### config.mk
export PLATFORM = sky130hd
export DESIGN_NAME = bcd_arith_unit
export DESIGN_NICKNAME = d
export VERILOG_FILES = /design/src/hw/bcd_arith_pkg.sv /design/src/hw/bcd_arith_unit.sv
export SDC_FILE = /design/constraint.sdc
export NUM_CORES = 2
export LEC_CHECK = 0
export ABC_CLOCK_PERIOD_IN_PS = 11850
export BUFFER_PORTS_ARGS = -buffer_cell sky130_fd_sc_hd__buf_4
export CAP_MARGIN = 20
export CORE_MARGIN = 8
export CORE_UTILIZATION = 45
export CTS_BUF_LIST = sky130_fd_sc_hd__clkbuf_2 sky130_fd_sc_hd__clkbuf_4 sky130_fd_sc_hd__clkbuf_8
export DETAILED_ROUTE_END_ITERATION = 7
export GPL_TIMING_DRIVEN = 1
export PLACE_DENSITY = 0.69
export SLEW_MARGIN = 20
export SYNTH_ARGS = -nofsm -noshare
export SYNTH_HDL_FRONTEND = slang
export SYNTH_SLANG_ARGS = --single-unit
export TNS_END_PERCENT = 1
### constraint.sdc
create_clock -name clock -period 11.85 [get_ports clock]
set_input_delay 1.7775 -clock clock [delete_from_list [all_inputs] [get_ports clock]]
set_output_delay 1.7775 -clock clock [all_outputs]
set_load 0.05 [all_outputs]
### src/hw/bcd_arith_pkg.sv
// Constants, types and register map of the BCD convert and arithmetic unit
`default_nettype none

package bcd_arith_pkg;

  ////////////////////////////////////////////////////////////////////////////
  // Register byte offsets
  localparam logic [7:0] ADDR_CTRL = 8'h00;
  localparam logic [7:0] ADDR_SRC1_LO = 8'h04;
  localparam logic [7:0] ADDR_SRC1_HI = 8'h08;
  localparam logic [7:0] ADDR_SRC2_LO = 8'h0C;
  localparam logic [7:0] ADDR_SRC2_HI = 8'h10;
  localparam logic [7:0] ADDR_DEST0 = 8'h14;
  localparam logic [7:0] ADDR_DEST1 = 8'h18;
  localparam logic [7:0] ADDR_DEST2 = 8'h1C;
  localparam logic [7:0] ADDR_DEST3 = 8'h20;
  localparam logic [7:0] ADDR_FLAGS = 8'h24;
  localparam logic [7:0] ADDR_ERR_CODE = 8'h28;
  localparam logic [7:0] ADDR_INT_STATUS = 8'h2C;
  localparam logic [7:0] ADDR_INT_MASK = 8'h30;

  ////////////////////////////////////////////////////////////////////////////
  // Field positions
  localparam int CTRL_OP_LSB = 0;
  localparam int CTRL_WIDE_BIT = 2;
  localparam int CTRL_PULSE_BIT = 3;
  localparam int CTRL_DEST_SRC_BIT = 4;
  localparam int FLAG_ZERO_BIT = 0;
  localparam int FLAG_BORROW_BIT = 1;
  localparam int FLAG_CARRY_BIT = 2;
  localparam int FLAG_ERROR_BIT = 3;
  localparam int INT_DONE_BIT = 0;
  localparam int INT_ERROR_BIT = 1;
  localparam int INT_CARRY_BIT = 2;
  localparam int INT_BORROW_BIT = 3;

  ////////////////////////////////////////////////////////////////////////////
  // Reset values and codes
  localparam logic [4:0] CTRL_RESET = 5'h00;
  localparam logic [3:0] INT_MASK_RESET = 4'h0;
  localparam logic [15:0] ERR_CODE_RESET = 16'h0000;
  // Code written on an invalid BCD source; value is arbitrary
  localparam logic [15:0] ERR_CODE_BAD_BCD = 16'h0001;
  localparam logic [3:0] BCD_DIGIT_MAX = 4'h9;
  localparam logic signed [33:0] MAX16 = 34'sh0_0000_7FFF;
  localparam logic signed [33:0] MIN16 = -34'sh0_0000_8000;
  localparam logic signed [33:0] MAX32 = 34'sh0_7FFF_FFFF;
  localparam logic signed [33:0] MIN32 = -34'sh0_8000_0000;

  typedef enum logic [1:0] {
    OP_BCD2BIN = 2'b00,
    OP_ADD = 2'b01,
    OP_SUB = 2'b10,
    OP_MUL = 2'b11
  } op_e;

endpackage : bcd_arith_pkg

`default_nettype wire

### src/hw/bcd_arith_unit.sv
// BCD to binary converter and signed add, subtract, multiply engine with APB registers
//
// Notes on behaviour
// - Convert BCD source (four or eight digits) to binary, write to destination.
// - Bad BCD digit sets error flag, writes error code, destination kept.
// - Add the two sources as signed values into the destination.
// - Top bit of each operand is the sign; arithmetic is algebraic.
// - Add or subtract giving zero sets the zero flag.
// - Result below most negative value sets the borrow flag.
// - Result above most positive value sets the carry flag.
// - Wide operand: named word is low half, next word is high half.
// - Continuous form repeats the operation every scan while enabled.
// - Pulse form runs once on the scan where enable rises.
// - Subtract second source from first as signed values into destination.
// - Subtraction flags, pairing and execution forms match addition.
// - Multiply the two sources as signed values into destination.
// - Narrow product is 32 bits: low half to named word, high next.
// - Wide product is 64 bits over four consecutive words.
//
// The implementer's own choices: the placing of the registers and the APB register port.
`default_nettype none

module bcd_arith_unit (
  input wire logic clock,
  input wire logic srst,
  input wire logic psel,
  input wire logic penable,
  input wire logic pwrite,
  input wire logic [7:0] paddr,
  input wire logic [31:0] pwdata,
  output logic [31:0] prdata,
  output logic pready,
  output logic pslverr,
  input wire logic enable_input,
  input wire logic scan_strobe,
  output logic zero_result_flag,
  output logic borrow_result_flag,
  output logic carry_result_flag,
  output logic operation_error_flag,
  output logic irq
);

  ////////////////////////////////////////////////////////////////////////////
  // State

  typedef struct packed {
    logic [4:0] ctrl;
    logic [31:0] src1;
    logic [31:0] src2;
    logic [63:0] dest;
    logic zero;
    logic borrow;
    logic carry;
    logic op_err;
    logic [15:0] err_code;
    logic [3:0] int_status;
    logic [3:0] int_mask;
    logic irq;
    logic [2:0] en_sync;
    logic en_level;
    logic en_prev;
    logic [31:0] prdata;
    logic pready;
    logic pslverr;
  } state_s;

  state_s cur;
  state_s next_cur;

  ////////////////////////////////////////////////////////////////////////////
  // BCD helpers

  function automatic logic [31:0] bcd_value(input logic [31:0] v, input logic wide);
    logic [31:0] acc;
    acc = 32'h0000_0000;
    for (int i = 7; i >= 0; i--) begin
      if (wide || i < 4) begin
        acc = (acc << 3) + (acc << 1) + {28'h000_0000, v[i*4 +: 4]};
      end
    end
    return acc;
  endfunction : bcd_value

  function automatic logic bcd_bad(input logic [31:0] v, input logic wide);
    logic bad;
    bad = 1'b0;
    for (int i = 0; i < 8; i++) begin
      if ((wide || i < 4) && v[i*4 +: 4] > bcd_arith_pkg::BCD_DIGIT_MAX) begin
        bad = 1'b1;
      end
    end
    return bad;
  endfunction : bcd_bad

  ////////////////////////////////////////////////////////////////////////////
  // Datapath

  bcd_arith_pkg::op_e op;
  logic wide;
  logic pulse_mode;
  logic dest_src;
  logic [31:0] opa;
  logic signed [33:0] a_s;
  logic signed [33:0] b_s;
  logic signed [33:0] sum;
  logic signed [63:0] prod;
  logic [31:0] bcd_bin;
  logic bad_digit;
  logic res_zero;
  logic res_carry;
  logic res_borrow;

  always_comb begin
    op = bcd_arith_pkg::op_e'(cur.ctrl[bcd_arith_pkg::CTRL_OP_LSB +: 2]);
    wide = cur.ctrl[bcd_arith_pkg::CTRL_WIDE_BIT];
    pulse_mode = cur.ctrl[bcd_arith_pkg::CTRL_PULSE_BIT];
    dest_src = cur.ctrl[bcd_arith_pkg::CTRL_DEST_SRC_BIT];
    // Destination fed back as first source: value moves on every fire
    opa = dest_src ? cur.dest[31:0] : cur.src1;
    // Sign extend from bit 15 or bit 31
    if (wide) begin
      a_s = {{2{opa[31]}}, opa};
      b_s = {{2{cur.src2[31]}}, cur.src2};
    end else begin
      a_s = {{18{opa[15]}}, opa[15:0]};
      b_s = {{18{cur.src2[15]}}, cur.src2[15:0]};
    end
    if (op == bcd_arith_pkg::OP_SUB) begin
      sum = a_s - b_s;
    end else begin
      sum = a_s + b_s;
    end
    prod = $signed(a_s[31:0]) * $signed(b_s[31:0]);
    bcd_bin = bcd_value(opa, wide);
    bad_digit = bcd_bad(opa, wide);
    res_zero = (sum == 34'sh0_0000_0000);
    if (wide) begin
      res_carry = (sum > bcd_arith_pkg::MAX32);
      res_borrow = (sum < bcd_arith_pkg::MIN32);
    end else begin
      res_carry = (sum > bcd_arith_pkg::MAX16);
      res_borrow = (sum < bcd_arith_pkg::MIN16);
    end
  end

  ////////////////////////////////////////////////////////////////////////////
  // Next state

  logic fire;
  logic wr;
  logic rd_setup;
  logic mapped;
  logic [3:0] events;
  logic [3:0] status_clr;
  logic err_clr;
  logic [31:0] rdata;

  always_comb begin
    next_cur = cur;
    events = 4'h0;
    status_clr = 4'h0;
    err_clr = 1'b0;

    // Enable pin: three stages, level accepted once stages two and three agree
    next_cur.en_sync = {cur.en_sync[1:0], enable_input};
    if (cur.en_sync[1] == cur.en_sync[2]) begin
      next_cur.en_level = cur.en_sync[2];
    end

    // Continuous runs every enabled scan, pulse only on the rising scan
    fire = scan_strobe && cur.en_level && (!pulse_mode || !cur.en_prev);
    if (scan_strobe) begin
      next_cur.en_prev = cur.en_level;
    end

    // Nothing moves unless fire; failed conversion writes no result
    if (fire) begin
      case (op)
        bcd_arith_pkg::OP_BCD2BIN: begin
          if (bad_digit) begin
            next_cur.op_err = 1'b1;
            next_cur.err_code = bcd_arith_pkg::ERR_CODE_BAD_BCD;
            events[bcd_arith_pkg::INT_ERROR_BIT] = 1'b1;
          end else if (wide) begin
            next_cur.dest[31:0] = bcd_bin;
            events[bcd_arith_pkg::INT_DONE_BIT] = 1'b1;
          end else begin
            next_cur.dest[15:0] = bcd_bin[15:0];
            events[bcd_arith_pkg::INT_DONE_BIT] = 1'b1;
          end
        end
        bcd_arith_pkg::OP_ADD, bcd_arith_pkg::OP_SUB: begin
          // Same path for both, so flags and pairing cannot drift apart
          if (wide) begin
            next_cur.dest[31:0] = sum[31:0];
          end else begin
            next_cur.dest[15:0] = sum[15:0];
          end
          next_cur.zero = res_zero;
          next_cur.carry = res_carry;
          next_cur.borrow = res_borrow;
          events[bcd_arith_pkg::INT_DONE_BIT] = 1'b1;
          events[bcd_arith_pkg::INT_CARRY_BIT] = res_carry;
          events[bcd_arith_pkg::INT_BORROW_BIT] = res_borrow;
        end
        bcd_arith_pkg::OP_MUL: begin
          if (wide) begin
            next_cur.dest = prod;
          end else begin
            next_cur.dest[31:0] = prod[31:0];
          end
          events[bcd_arith_pkg::INT_DONE_BIT] = 1'b1;
        end
        default: begin
          next_cur.dest = cur.dest;
        end
      endcase
    end

    //////////////////////////////////////////////////////////////////////////
    // APB slave: one wait-free access phase, pready from a flip-flop

    wr = psel && penable && pwrite && cur.pready;
    rd_setup = psel && !penable;
    mapped = 1'b1;
    rdata = 32'h0000_0000;
    case (paddr)
      bcd_arith_pkg::ADDR_CTRL: rdata = {27'h000_0000, cur.ctrl};
      bcd_arith_pkg::ADDR_SRC1_LO: rdata = {16'h0000, cur.src1[15:0]};
      bcd_arith_pkg::ADDR_SRC1_HI: rdata = {16'h0000, cur.src1[31:16]};
      bcd_arith_pkg::ADDR_SRC2_LO: rdata = {16'h0000, cur.src2[15:0]};
      bcd_arith_pkg::ADDR_SRC2_HI: rdata = {16'h0000, cur.src2[31:16]};
      bcd_arith_pkg::ADDR_DEST0: rdata = {16'h0000, cur.dest[15:0]};
      bcd_arith_pkg::ADDR_DEST1: rdata = {16'h0000, cur.dest[31:16]};
      bcd_arith_pkg::ADDR_DEST2: rdata = {16'h0000, cur.dest[47:32]};
      bcd_arith_pkg::ADDR_DEST3: rdata = {16'h0000, cur.dest[63:48]};
      bcd_arith_pkg::ADDR_FLAGS: rdata = {28'h000_0000, cur.op_err, cur.carry, cur.borrow,
                                          cur.zero};
      bcd_arith_pkg::ADDR_ERR_CODE: rdata = {16'h0000, cur.err_code};
      bcd_arith_pkg::ADDR_INT_STATUS: rdata = {28'h000_0000, cur.int_status};
      bcd_arith_pkg::ADDR_INT_MASK: rdata = {28'h000_0000, cur.int_mask};
      default: mapped = 1'b0;
    endcase

    next_cur.pready = rd_setup;
    if (rd_setup) begin
      next_cur.prdata = pwrite ? 32'h0000_0000 : rdata;
      next_cur.pslverr = !mapped;
    end else begin
      next_cur.prdata = 32'h0000_0000;
      next_cur.pslverr = 1'b0;
    end

    // Destination words are read-only; the engine is their only writer
    if (wr) begin
      case (paddr)
        bcd_arith_pkg::ADDR_CTRL: next_cur.ctrl = pwdata[4:0];
        bcd_arith_pkg::ADDR_SRC1_LO: next_cur.src1[15:0] = pwdata[15:0];
        bcd_arith_pkg::ADDR_SRC1_HI: next_cur.src1[31:16] = pwdata[15:0];
        bcd_arith_pkg::ADDR_SRC2_LO: next_cur.src2[15:0] = pwdata[15:0];
        bcd_arith_pkg::ADDR_SRC2_HI: next_cur.src2[31:16] = pwdata[15:0];
        bcd_arith_pkg::ADDR_FLAGS: err_clr = pwdata[bcd_arith_pkg::FLAG_ERROR_BIT];
        bcd_arith_pkg::ADDR_INT_STATUS: status_clr = pwdata[3:0];
        bcd_arith_pkg::ADDR_INT_MASK: next_cur.int_mask = pwdata[3:0];
        default: next_cur.ctrl = cur.ctrl;
      endcase
    end

    // Set beats clear, so an error in the clearing cycle stays visible
    if (err_clr && !events[bcd_arith_pkg::INT_ERROR_BIT]) begin
      next_cur.op_err = 1'b0;
    end
    next_cur.int_status = (cur.int_status & ~status_clr) | events;
    next_cur.irq = |(next_cur.int_status & cur.int_mask);
    if (wr && paddr == bcd_arith_pkg::ADDR_INT_MASK) begin
      next_cur.irq = |(next_cur.int_status & pwdata[3:0]);
    end
  end

  ////////////////////////////////////////////////////////////////////////////
  // Registers

  always_ff @(posedge clock) begin
    if (srst) begin
      cur <= '0;
      cur.ctrl <= bcd_arith_pkg::CTRL_RESET;
      cur.int_mask <= bcd_arith_pkg::INT_MASK_RESET;
      cur.err_code <= bcd_arith_pkg::ERR_CODE_RESET;
    end else begin
      cur <= next_cur;
    end
  end

  ////////////////////////////////////////////////////////////////////////////
  // Outputs

  assign prdata = cur.prdata;
  assign pready = cur.pready;
  assign pslverr = cur.pslverr;
  assign zero_result_flag = cur.zero;
  assign borrow_result_flag = cur.borrow;
  assign carry_result_flag = cur.carry;
  assign operation_error_flag = cur.op_err;
  assign irq = cur.irq;

endmodule : bcd_arith_unit

`default_nettype wire

==> impl_metrics.tcl <==
set metrics [dict create \
    yosys.area.top_type "fa_1" \
    grt_util_met2 0.429 \
    critPathLaunch "cur[200]" \
    clk_latency_ns 0.48 \
    r2r_slack_ns 0.27 \
    port_buffers 53 \
    synth.cell_area_sq_mm 0.0533 \
    crit_fanout 7 \
    crit_buf_inv 4 \
    gr-total-overflow 0 \
    crit_top_cell "ha_1" \
    cts_max_level 4 \
    final_cells 8086 \
    fp.coreArea_sq_mm 0.118 \
    critPathArrivalTime_ns 11.92 \
    hpwl_um 140000 \
    syn_inst 6403 \
    worstSetupStartpointType "flip-flop" \
    die_w_um 360 \
    path_class "flip-flop to flip-flop" \
    crit_end "cur[98]" \
    vias_per_cell 5.63 \
    cp_top_family "adder cells" \
    period_needed_ns 11.58 \
    grt_max_degree 85 \
    synth_edf_count 0 \
    end_kind "flip-flop" \
    worstPathRequired_ns 12.19 \
    drt-total-wl_um 176000 \
    ys_top_cells_by_area "fa_1 41%, ha_1 9.7%, inv_1 8.6%" \
    postCtsHoldBufs 0 \
    vdd_ir_drop_max_mv 0.0495 \
    cts_tree "built" \
    outcome "finished, violations left" \
    dp.cells 8024 \
    post-route-util 0.500 \
    cts.sinks 170 \
    yosysWarningCount 0 \
    p_total_mw 1.09 \
    drv_cap 0 \
    cts_buffer_depth 2 \
    grt_first_pass_wirelength_um 270000 \
    initial_utilization 0.453 \
    finalMaxSlewViolations 0 \
    grt_usage 0.265 \
    most-common-layout-cells "1217 x inv_1, 1118 x nand2_1, 1094 x fa_1" \
    p_leak_nw 26.5 \
    synth_async_sr_flop_share 0 \
    whs_ns 0.448 \
    reg2regPathDepth 56 \
    fmax_ghz 0.0864 \
    grt-busiest-layer "met2" \
    ant_nets 0 \
    vias 45500 \
    die_h_um 360 \
    syn_area_per_cell_sq_um 8.33 \
    setup_viol 0 \
    worst-path-stages 56 \
    seq_area_frac_synth 0.0638 \
    violations "DRC" \
    drc 6 \
    ys_types 95 \
    rsz0062_at_grt "yes" \
    die_area_sq_mm 0.130 \
    wl_per_cell_um 21.7 \
    hold_viol 0 \
    drt-pass1-iter-count 8 \
    final_common_cell "inv_1" \
    path_clk_slew_ns 0.10 \
    drive_above_1_share 0.104 \
    grt_pass1_vias 46800 \
    met3_usage 0.0456 \
    gp_congestion 1.01 \
    rr_endpoint "cur[98]" \
    clock_skew_ns 0.0184 \
    synth_seq_cells 170 \
    max_stage_delay_ns 0.60 \
    antenna_found_initial 3 \
    worst_pin_slew_ns 1.18 \
    dr.first_iter.drc_count 4365 \
    slowest_stage "fa_2" \
    cts_made_buffers 17 \
    p_per_area_mw_per_mm2 18.6 \
    nets 8092 \
    r2r-start "cur[200]" \
    finalCritPeriodShare 0.977 \
    hold_path_class "flip-flop to flip-flop" \
    synth_top_area_frac 0.411 \
    globalRouteMet1Util 0.345 \
    synth_ff_type "dfxtp_1" \
    area_delta_synth_final_pct 10.3 \
    design.portCount 86 \
    slew_headroom 0.213 \
    rows 126 \
    cts-root-buf "clkbuf_8" \
    fin_tns_setup_ns 0 \
]
==> cells in the mapped netlist, types with 10 or more instances <==
| cell | count |
|---|---|
| nand3_1 | 62 |
| a211o_1 | 11 |
| o21bai_1 | 18 |
| or2_2 | 16 |
| nor4_1 | 23 |
| nand3b_1 | 11 |
| a21oi_1 | 326 |
| and3_1 | 41 |
| clkbuf_1 | 258 |
| o21ai_1 | 23 |
| mux2i_1 | 53 |
| or3_1 | 16 |
| a221oi_1 | 34 |
| a21o_1 | 94 |
| nand4_1 | 23 |
| clkinv_1 | 24 |
| a211oi_1 | 47 |
| and2_1 | 54 |
| a22oi_1 | 16 |
| o21ai_0 | 114 |
| nor3_1 | 75 |
| xor2_1 | 69 |
| nor2_1 | 440 |
| nor2b_1 | 25 |
| xnor2_1 | 172 |
| and4_1 | 10 |
| buf_1 | 20 |
| dfxtp_1 | 170 |
| nand2b_1 | 31 |
| a31oi_1 | 38 |
| o21a_1 | 20 |
| o2111ai_1 | 10 |
| buf_4 | 33 |
| a222oi_1 | 13 |
| fa_1 | 1096 |
| o211ai_1 | 19 |
| inv_1 | 1220 |
| ha_1 | 413 |
| nand2_1 | 1123 |
==> power breakdown <==
part,internal (mW),switching (mW)
Combinational,0.0155,0.0449
Sequential,0.571,0.000344
Clock,0.187,0.273
==> per-layer routing <==
metal / up-vias / routed length [um] / share of wire
li1: 20100 / - / -
met1: 22900 / 68400 / 0.39
met2: 2113 / 80400 / 0.46
met3: 464 / 16200 / 0.092
met4: 4 / 10700 / 0.061
met5: - / 27 / 0.00015
==> worst register-to-register path: cells and delay by family (launching register included) <==
kind	cells	cell delay (ns)
AOI/OAI and AO/OA	20	3.60
xor gates and xnor gates	6	0.87
adders and majority gates	13	3.73
buffers and inverters	4	0.36
DFF	1	0.42
muxes	1	0.25
and+or+nand+nor	12	2.20
==> worst min path at each step <==
| stage | from | slack [ns] | cells past startpoint | to |
|---|---|---|---|---|
| final | cur[36] | 0.45 | 1 | cur[37] |
| after floorplan | cur[36] | 0.41 | 1 | cur[37] |
| after global routing | cur[124] | 0.47 | 2 | cur[124] |
| after global placement | cur[36] | 0.42 | 1 | cur[37] |
| after detailed placement | cur[36] | 0.43 | 1 | cur[37] |
| after CTS | cur[36] | 0.45 | 1 | cur[37] |
==> through the flow <==
step / instance area (sq um) / worst slack [ns]
final: 58800 / 0.270
after detailed placement: 57100 / -0.247
after global routing: 58800 / -0.300
after CTS: 57600 / 0.00511
after floorplan: 53600 / -0.000848
after global placement: 57100 / -0.120
==> sequential cells by signal (all words and copies together), names as in the netlist <==
register,cells
borrow_result_flag,1
carry_result_flag,1
cur,147
irq,1
operation_error_flag,1
prdata,16
pready,1
pslverr,1
zero_result_flag,1
==> area by class of cell <==
class                   count  area (sq um)
fillers                 11100         58900
multi-input cells        4680         45200
inverters                1247          4680
flip-flops and latches    170          3410
repair buffers            420          3190
well taps                1536          1920
clock buffers              17           234
clock inverters            15           215
diodes                      1          2.50
==> cells by family after synthesis <==
group | Yosys count | synth area share
AO/OA/AOI/OAI | 876 | 0.106
AND/OR/NAND/NOR | 1976 | 0.157
buffers and inverters | 1569 | 0.113
other | 1 | 0.0000703
flip-flops | 170 | 0.0638
XOR/XNOR | 243 | 0.0402
multiplexers | 58 | 0.0111
adder cells (fa/ha/maj) | 1510 | 0.508
==> repair_timing <==
action                                  4_1_cts  5_1_grt
gates resized for setup                      23      174
pin swaps                                    11      121
setup buffers                                 2       26
endpoints found under the setup margin        9       13
No activity file was read; power rests on OpenSTA's default activity.
